==> src/smie_map.svh <==
// Offsets, instruction field positions, reset values and step constants
// Assumes inclusion by the core file only; definitions only
`ifndef SMIE_MAP_SVH
`define SMIE_MAP_SVH

// ==========================================================
// APB register byte offsets
`define SMIE_OFS_INSTR 8'h00
`define SMIE_OFS_ACC   8'h04
`define SMIE_OFS_PTR0  8'h08
`define SMIE_OFS_PTR1  8'h0c
`define SMIE_OFS_STAT  8'h10

// ==========================================================
// Instruction word fields
`define SMIE_F_OP_MSB   13
`define SMIE_F_OP_LSB   12
`define SMIE_F_REL      8
`define SMIE_F_DEST     7
`define SMIE_F_FA_MSB   6
`define SMIE_F_SEL      6
`define SMIE_F_K_MSB    5
`define SMIE_F_MM_MSB   1

// ==========================================================
// Status register bits
`define SMIE_ST_OVF  0
`define SMIE_ST_ZERO 1
`define SMIE_ST_BUSY 2

// ==========================================================
// Window addresses, reset values, pointer step
`define SMIE_WIN0_ADDR 7'h00
`define SMIE_WIN1_ADDR 7'h01
`define SMIE_ACC_RST   8'h00
`define SMIE_PTR_RST   16'h0000
`define SMIE_PTR_STEP  16'h0001
`define SMIE_MM_PREINC  2'h0
`define SMIE_MM_PREDEC  2'h1
`define SMIE_MM_POSTINC 2'h2
`define SMIE_MM_POSTDEC 2'h3

`endif

==> src/smie_pkg.sv <==
// Types shared by the execution slice
// Assumes nothing beyond a SystemVerilog compiler
package smie_pkg;

   // ==========================================================
   // Sequencer states and operations
   typedef enum logic [1:0] {
      st_idle,
      st_read,
      st_capture,
      st_finish
   } smie_state_e;

   typedef enum logic [1:0] {
      op_shift_right,
      op_copy,
      op_indirect,
      op_none
   } smie_op_e;

   // ==========================================================
   // Data memory request carrier
   typedef struct packed {
      logic [15:0] addr;
      logic        rd;
      logic        wr;
      logic [7:0]  wdata;
   } smie_mem_req_s;

   // ==========================================================
   // Whole state of the core
   typedef struct packed {
      smie_state_e   state;
      smie_op_e      op;
      logic          dest;
      logic          busy;
      logic [15:0]   ea;
      logic [7:0]    acc;
      logic [15:0]   ptr0;
      logic [15:0]   ptr1;
      logic          ovf;
      logic          zero;
      smie_mem_req_s mem;
      logic          pready;
      logic          pslverr;
      logic [31:0]   prdata;
   } smie_regs_s;

endpackage

==> src/smie_core.sv <==
// Execution slice: right shift, register copy and indirect load
// Assumes an APB master and a data memory with one-cycle read latency
// Assumes software polls busy, since any write while busy is refused
//
// Function
// [RQ1] Right shift puts zero in bit 7, bits 7..1 into 6..0, bit 0 to overflow.
// [RQ2] Right shift result goes to the accumulator when dest is 0, else to f.
// [RQ3] Copy sends f to the accumulator when dest is 0, else rewrites f.
// [RQ4] Copy updates the zero flag from the moved value for both targets.
// [RQ5] Indirect load copies data at the effective address into accumulator.
// [RQ6] After indirect load the pointer is +1, -1 or unchanged by mode.
// [RQ7] Update kind 00 preinc, 01 predec, 10 postinc, 11 postdec.
// [RQ8] Relative mode adds a signed offset of -32..31 to the pointer.
// [RQ9] A select bit picks which pointer and window the load uses.
// [RQ10] The window address has no storage and maps to the pointed location.
// [RQ11] Pointers span 0000h..FFFFh and wrap on step past either end.
// [RQ12] Right shift and indirect load set zero when the result is zero.
`include "smie_map.svh"

module smie_core
   import smie_pkg::*;
(
   // Clock and reset
   input  wire logic          sys_clk,
   input  wire logic          arst_n,
   // APB slave
   input  wire logic          psel,
   input  wire logic          penable,
   input  wire logic          pwrite,
   input  wire logic [7:0]    paddr,
   input  wire logic [31:0]   pwdata,
   input  wire logic [3:0]    pstrb,
   output logic               pready,
   output logic               pslverr,
   output logic [31:0]        prdata,
   // Data memory port
   output smie_mem_req_s      mem_req,
   input  wire logic [7:0]    mem_rdata,
   // Core status
   output logic               busy
);

   // ==========================================================
   // Helpers

   // Sixteen-bit add keeps the pointer modulo its range
   function automatic logic [15:0] ptr_step(
      input logic [15:0] p,
      input logic        down
   );
      // [RQ11] wrap on step
      ptr_step = down ? p - `SMIE_PTR_STEP : p + `SMIE_PTR_STEP;
   endfunction

   function automatic logic [15:0] file_addr(
      input logic [6:0]  f,
      input logic [15:0] p0,
      input logic [15:0] p1
   );
      // [RQ10] window redirects access
      if (f == `SMIE_WIN0_ADDR) begin
         file_addr = p0;
      end else if (f == `SMIE_WIN1_ADDR) begin
         file_addr = p1;
      end else begin
         file_addr = {9'h000, f};
      end
   endfunction

   function automatic logic [15:0] merge16(
      input logic [15:0] old,
      input logic [31:0] wd,
      input logic [3:0]  strb
   );
      merge16 = old;
      if (strb[0]) begin
         merge16[7:0] = wd[7:0];
      end
      if (strb[1]) begin
         merge16[15:8] = wd[15:8];
      end
   endfunction

   // Zero fills from the top; the low bit leaves through overflow
   function automatic logic [7:0] shift_right(
      input logic [7:0] v
   );
      // [RQ1] zero into bit 7
      shift_right = {1'b0, v[7:1]};
   endfunction

   // Offsets are six-bit two's complement, widened to pointer width
   function automatic logic [15:0] sign_ext6(
      input logic [5:0] k
   );
      // [RQ8] signed offset range
      sign_ext6 = {{10{k[5]}}, k};
   endfunction

   // Pointer that the select bit names
   function automatic logic [15:0] pick_ptr(
      input logic        sel,
      input logic [15:0] p0,
      input logic [15:0] p1
   );
      // [RQ9] pointer select
      pick_ptr = sel ? p1 : p0;
   endfunction

   // Zero test for the result flag
   function automatic logic is_zero(
      input logic [7:0] v
   );
      is_zero = (v == 8'h00);
   endfunction

   // Pointers read back zero-extended to the bus width
   function automatic logic [31:0] ptr_word(
      input logic [15:0] p
   );
      ptr_word = {16'h0000, p};
   endfunction

   // Status word as software reads it; unused bits read as zero
   function automatic logic [31:0] status_word(
      input logic ovf,
      input logic zero,
      input logic bsy
   );
      status_word = 32'h0000_0000;
      status_word[`SMIE_ST_OVF]  = ovf;
      status_word[`SMIE_ST_ZERO] = zero;
      status_word[`SMIE_ST_BUSY] = bsy;
   endfunction

   // ==========================================================
   // State

   smie_regs_s cur;
   smie_regs_s next_cur;

   assign pready  = cur.pready;
   assign pslverr = cur.pslverr;
   assign prdata  = cur.prdata;
   assign mem_req = cur.mem;
   assign busy    = cur.busy;

   // ==========================================================
   // Next-state logic

   always_comb begin
      logic        setup;
      logic        wr_req;
      logic        start;
      logic [15:0] instr;
      logic [15:0] ptr;
      logic [15:0] new_ptr;
      logic [15:0] ofs;
      logic [1:0]  kind;
      logic [7:0]  res;
      smie_op_e    op;
      setup   = 1'b0;
      wr_req  = 1'b0;
      start   = 1'b0;
      instr   = 16'h0000;
      ptr     = 16'h0000;
      new_ptr = 16'h0000;
      ofs     = 16'h0000;
      kind    = 2'h0;
      res     = 8'h00;
      op      = op_none;
      next_cur = cur;
      next_cur.pready  = 1'b0;
      next_cur.pslverr = 1'b0;
      next_cur.mem.rd  = 1'b0;
      next_cur.mem.wr  = 1'b0;

      // Answer in the setup cycle so pready is high in the first access
      setup  = psel && !penable;
      wr_req = setup && pwrite;

      // ==========================================================
      // APB register access
      if (setup) begin
         next_cur.pready = 1'b1;
         next_cur.prdata = 32'h0000_0000;
         if (paddr == `SMIE_OFS_INSTR) begin
            if (wr_req) begin
               instr = merge16(16'h0000, pwdata, pstrb);
               op    = smie_op_e'(instr[`SMIE_F_OP_MSB:`SMIE_F_OP_LSB]);
               // Writes while an instruction runs would race the sequencer
               if (cur.busy || op == op_none) begin
                  next_cur.pslverr = 1'b1;
               end else begin
                  start = 1'b1;
               end
            end
         end else if (paddr == `SMIE_OFS_ACC) begin
            if (wr_req && cur.busy) begin
               next_cur.pslverr = 1'b1;
            end else if (wr_req && pstrb[0]) begin
               next_cur.acc = pwdata[7:0];
            end
            next_cur.prdata = {24'h00_0000, cur.acc};
         end else if (paddr == `SMIE_OFS_PTR0) begin
            if (wr_req && cur.busy) begin
               next_cur.pslverr = 1'b1;
            end else if (wr_req) begin
               next_cur.ptr0 = merge16(cur.ptr0, pwdata, pstrb);
            end
            next_cur.prdata = ptr_word(cur.ptr0);
         end else if (paddr == `SMIE_OFS_PTR1) begin
            if (wr_req && cur.busy) begin
               next_cur.pslverr = 1'b1;
            end else if (wr_req) begin
               next_cur.ptr1 = merge16(cur.ptr1, pwdata, pstrb);
            end
            next_cur.prdata = ptr_word(cur.ptr1);
         end else if (paddr == `SMIE_OFS_STAT) begin
            if (wr_req && cur.busy) begin
               next_cur.pslverr = 1'b1;
            end else if (wr_req && pstrb[0]) begin
               next_cur.ovf  = pwdata[`SMIE_ST_OVF];
               next_cur.zero = pwdata[`SMIE_ST_ZERO];
            end
            next_cur.prdata = status_word(cur.ovf, cur.zero, cur.busy);
         end else begin
            next_cur.pslverr = 1'b1;
         end
      end

      // ==========================================================
      // Instruction sequencer
      case (cur.state)
         st_idle: begin
            if (start) begin
               next_cur.op    = op;
               next_cur.dest  = instr[`SMIE_F_DEST];
               next_cur.state = st_read;
               next_cur.mem.rd = 1'b1;
               if (op == op_indirect) begin
                  // [RQ9] pointer select
                  ptr  = pick_ptr(instr[`SMIE_F_SEL], cur.ptr0, cur.ptr1);
                  kind = instr[`SMIE_F_MM_MSB:0];
                  // Indirect load always targets the accumulator
                  next_cur.dest = 1'b0;
                  if (instr[`SMIE_F_REL]) begin
                     // [RQ8] signed offset
                     ofs = sign_ext6(instr[`SMIE_F_K_MSB:0]);
                     next_cur.ea = ptr + ofs;
                     new_ptr = ptr;
                  end else begin
                     // [RQ7] update kind decode
                     case (kind)
                        `SMIE_MM_PREINC: begin
                           new_ptr     = ptr_step(ptr, 1'b0);
                           next_cur.ea = new_ptr;
                        end
                        `SMIE_MM_PREDEC: begin
                           new_ptr     = ptr_step(ptr, 1'b1);
                           next_cur.ea = new_ptr;
                        end
                        `SMIE_MM_POSTINC: begin
                           new_ptr     = ptr_step(ptr, 1'b0);
                           next_cur.ea = ptr;
                        end
                        default: begin
                           new_ptr     = ptr_step(ptr, 1'b1);
                           next_cur.ea = ptr;
                        end
                     endcase
                  end
                  // [RQ6] pointer after access
                  if (instr[`SMIE_F_SEL]) begin
                     next_cur.ptr1 = new_ptr;
                  end else begin
                     next_cur.ptr0 = new_ptr;
                  end
               end else begin
                  next_cur.ea = file_addr(instr[`SMIE_F_FA_MSB:0],
                                          cur.ptr0, cur.ptr1);
               end
               next_cur.mem.addr = next_cur.ea;
            end
         end
         st_read: begin
            // Memory samples the read here; data follows next cycle
            next_cur.state = st_capture;
         end
         st_capture: begin
            case (cur.op)
               op_shift_right: begin
                  // [RQ1] shift right
                  res          = shift_right(mem_rdata);
                  next_cur.ovf = mem_rdata[0];
               end
               default: begin
                  // [RQ5] load or copy value
                  res = mem_rdata;
               end
            endcase
            // [RQ4] [RQ12] zero flag
            next_cur.zero = is_zero(res);
            // [RQ2] [RQ3] target select
            if (cur.dest) begin
               next_cur.mem.wr    = 1'b1;
               next_cur.mem.addr  = cur.ea;
               next_cur.mem.wdata = res;
            end else begin
               next_cur.acc = res;
            end
            next_cur.state = st_finish;
         end
         default: begin
            // Write-back pulse ends here; busy drops on the return to idle
            next_cur.state = st_idle;
         end
      endcase

      next_cur.busy = (next_cur.state != st_idle);
   end

   // ==========================================================
   // State register

   always_ff @(posedge sys_clk or negedge arst_n) begin
      if (!arst_n) begin
         cur.state     <= st_idle;
         cur.op        <= op_none;
         cur.dest      <= 1'b0;
         cur.busy      <= 1'b0;
         cur.ea        <= 16'h0000;
         cur.acc       <= `SMIE_ACC_RST;
         cur.ptr0      <= `SMIE_PTR_RST;
         cur.ptr1      <= `SMIE_PTR_RST;
         cur.ovf       <= 1'b0;
         cur.zero      <= 1'b0;
         cur.mem       <= '0;
         cur.pready    <= 1'b0;
         cur.pslverr   <= 1'b0;
         cur.prdata    <= 32'h0000_0000;
      end else begin
         cur <= next_cur;
      end
   end

endmodule

==> config.mk <==
export PLATFORM = sky130hd
export DESIGN_NAME = smie_core
export DESIGN_NICKNAME = d
export VERILOG_FILES = /design/src/smie_pkg.sv /design/src/smie_core.sv
export VERILOG_INCLUDE_DIRS = /design/src /design/src/src
export SDC_FILE = /design/constraint.sdc
export NUM_CORES = 1
export LEC_CHECK = 0
export BUFFER_PORTS_ARGS = -buffer_cell sky130_fd_sc_hd__buf_2
export CORE_MARGIN = 3
export CORE_UTILIZATION = 53
export DETAILED_ROUTE_END_ITERATION = 6
export GPL_ROUTABILITY_DRIVEN = 1
export PLACE_DENSITY = 0.8
export SYNTH_ARGS = -nofsm -noshare
export SYNTH_HDL_FRONTEND = slang
export SYNTH_SLANG_ARGS = --single-unit
export TNS_END_PERCENT = 20
==> constraint.sdc <==
create_clock -name sys_clk -period 2.71 [get_ports sys_clk]
set_input_delay 0.271 -clock sys_clk [delete_from_list [all_inputs] [get_ports sys_clk]]
set_output_delay 0.271 -clock sys_clk [all_outputs]
set_load 0.02 [all_outputs]
==> metrics.yaml <==
status:
  status: "finished with violations"
  violations: "setup timing"
critical_path:
  cp_top_family: "compound AO/OA/AOI/OAI gates"
  crit_required_ns: 2.95
  path_cells: "buf_6, or4_4, nor4_4, buf_12, mux2i_4, inv_2, ha_4, buf_6, a21oi_4, inv_1, a211o_1, nand2_2, a21oi_4, o41ai_4, mux2i_1, a211oi_2, o21ai_1"
  cpMaxStageDelayCell: "or4_4"
  worstPathBufferInverterCount: 5
  cp-start-kind: "input port"
  critPathKind: "in2reg"
  cp.arrival_ns: 3.62
  endpoint_kind: "register"
  max_stage_delay_ns: 0.55
  worstPathMaxFanout: 5
timing:
  fmax_ghz: 0.2959
  slew_headroom_pct: 29.37
  timing.hold.ws_ns: 0.09689
  rsz0062_at_grt: "true"
  worst_slew_pin_slew_ns: 1.060
  setup_viol: 42
  fin_ws_ns: -0.6693
  skew_ns: 0.006030
  min_period_over_period_pct: 124.7
  fin_crit_ns: 3.379
  finalHoldViolations: 0
  drv_slew: 0
clocking:
  root_buffer: "clkbuf_16"
  clock_path_buffers: 2
  cts_buffers: 9
  cts_tree: "built"
  insertion_delay_ns: 0.36
  ctsHtreeMaxLevel: 3
  cts.clk_slew.worst_paths_ns: 0.08
  cts.sinks: 108
  postCtsHoldBufs: 0
detailed_routing:
  ant_nets: 0
  drt-wirelength-per-cell_um: 20.23
  num_vias: 8863
  remaining_drc_errors: 0
  initialDrtViolationCount: 1168
  drt-total-wl_um: 29370
  viasPerCell: 6.104
  dr.pass1.iters: 7
floorplanning:
  start_util_pct: 54.37
  die_h_um: 131.3
  die_area_um2: 17250
  die_x_um: 131.3
  io_pins: 118
  rows: 45
  core_um2: 15310
yosys:
  syn_avg_cell_area_um2: 8.252
  ys_warn_count: 0
  ys.flop_type: "dfrtp_1"
  yosysSeqAreaShare_pct: 32.49
  synthXorXnorAreaFrac_pct: 3.892
  synth-simple-area-share_pct: 22.00
  synthArstFlopShare_pct: 100.0
  synthMuxAreaShare_pct: 9.962
  synth_cells: 1009
  ys_ff_latch: 108
  synth_top_family_by_area: "simple AND/OR/NAND/NOR gates"
  synth_edf_count: 0
  synth-adder-area-share_pct: 2.915
  syn_area_um2: 8327
  yosys.cell_types.count: 82
  synth_compound_area_share_pct: 19.08
finish:
  final_cell_mix: "buf_4, nand2_1, dfrtp_1"
  drive_above_1_share_pct: 38.20
  nNetsFinal: 1311
  mostFrequentLayoutCell: "buf_4"
  area_delta_synth_final_pct: 33.94
  antenna_cells: 0
  fillers: 1176
placement:
  gp_congestion: 1.101
  hpwl_um: 21980
  io_buffer_count: 83
power_and_ir_drop:
  vdd_drop_max_mv: 0.6107
  power_density_nw_per_um2: 363.4
  p_total_mw: 4.053
  p_leak_nw: 5.518
grt:
  overflow: 0
  grt_usage_pct: 33.11
  grt_max_degree: 82
  grt_pass1_vias: 8342
  grt_pass1_wl_um: 45880
  antenna_found_initial: 0
job:
  maxCapViolations: 0
hold_path:
  worstHoldPathType: "in2async"
Yosys cell counts, types with 3 or more instances:
library cell	instances	area share (%)
o21ai_0	53	3.2
o22a_1	3	0.32
or3_1	5	0.38
nand2b_1	11	0.83
a221oi_1	3	0.32
inv_1	33	1.5
o22ai_1	11	0.83
dfrtp_1	106	32
o211ai_1	14	1.3
and2_1	11	0.83
mux2_2	31	4.2
a31oi_1	7	0.53
nor4_1	8	0.60
ha_1	17	2.6
nand3_1	33	2.0
a221o_1	3	0.36
nor3_1	25	1.5
o21ai_1	15	0.90
and4_1	3	0.32
a32oi_1	4	0.42
nor3_2	4	0.48
a21o_1	9	0.81
a211oi_1	4	0.36
xnor2_1	24	2.5
o31ai_1	5	0.45
nand3b_1	4	0.36
buf_4	58	5.2
nand2_1	145	6.5
buf_2	4	0.24
clkbuf_1	44	2.0
mux2i_1	44	5.3
nor2_1	81	3.7
o21a_1	4	0.36
a222oi_1	13	1.6
and3_1	12	0.90
nor4_2	4	0.60
buf_6	4	0.54
nand4_1	8	0.60
xor2_1	13	1.4
a21oi_1	73	4.4
sequential cells by signal, summed over array words and instances, names as in the netlist:
signal / cells
cur: 63
mem_req: 26
prdata: 16
busy: 1
pready: 1
pslverr: 1
logic make-up after synthesis:
group,Yosys count
compound gates,246
xor+xnor,37
fa+ha+maj,19
buf+inv,146
flops,108
mux,78
other cells,1
simple gates,374
report_power, final:
part           leakage, nW  switching, mW  total, mW  internal, mW
Combinational         3.94          0.524      0.823         0.299
Clock                0.148          0.646       1.38         0.732
Sequential            1.43          0.114       1.85          1.74
Total                 5.52           1.28       4.05          2.77
what timing repair did:
action / 4_1_cts / 5_1_grt
setup endpoints to repair: 46 / 54
pin swaps: 41 / 23
setup buffers: 13 / 4
gates resized for setup: 92 / 35
final cells by class:
type                    count  area (um^2)  share of cell area [%]
repair buffers            313         2251                   20.18
inverters                  34        127.6                   1.144
flip-flops and latches    108         2705                   24.25
clock buffers               9        225.2                   2.019
clock inverters             7        83.83                  0.7516
well taps                 211        264.0                   2.367
multi-input cells         770         5497                   49.28
per-stage QoR:
step           cell area, um^2  utilization [%]  setup WS, ns  std cells  setup TNS [ns]
5_1_grt                  11150            72.83       -0.8078       1452          -22.95
3_5_place_dp             10080            65.85        -1.126       1420          -41.71
6_report                 11150            72.83       -0.6693       1452          -17.69
4_1_cts                  10950            71.51       -0.6213       1448          -15.06
2_1_floorplan             8449                -        -1.184       1024          -38.93
3_3_place_gp             10080            65.85        -1.082       1420          -38.81
metal layers:
layer  up-vias  part of all wire, %  track usage (%)
met3        85                  9.7            8.040
met4         0                  2.9            10.15
met5         -                    0                0
met1      4288                   43            46.28
li1       4004                    -                -
met2       486                   45            51.09
final timing paths:
path | startpoint | endpoint | slack (ns) | cells after the start
max reg2reg | cur[66]$_DFF_PN0_ | mem_req[23]$_DFFE_PN0P_ | -0.26 | 12
min | arst_n | cur[67]$_DFF_PN0_ | 0.1 | 1
max | paddr[6] | mem_req[23]$_DFFE_PN0P_ | -0.67 | 17
min reg2reg | cur[120]$_DFFE_PN1P_ | cur[120]$_DFFE_PN1P_ | 0.46 | 2
min in group sys_clk | pstrb[1] | cur[120]$_DFFE_PN1P_ | 0.19 | 3
max in group asynchronous | arst_n | mem_req[17]$_DFFE_PN0P_ | 1.88 | 2
(Power assumes the default switching activity.)
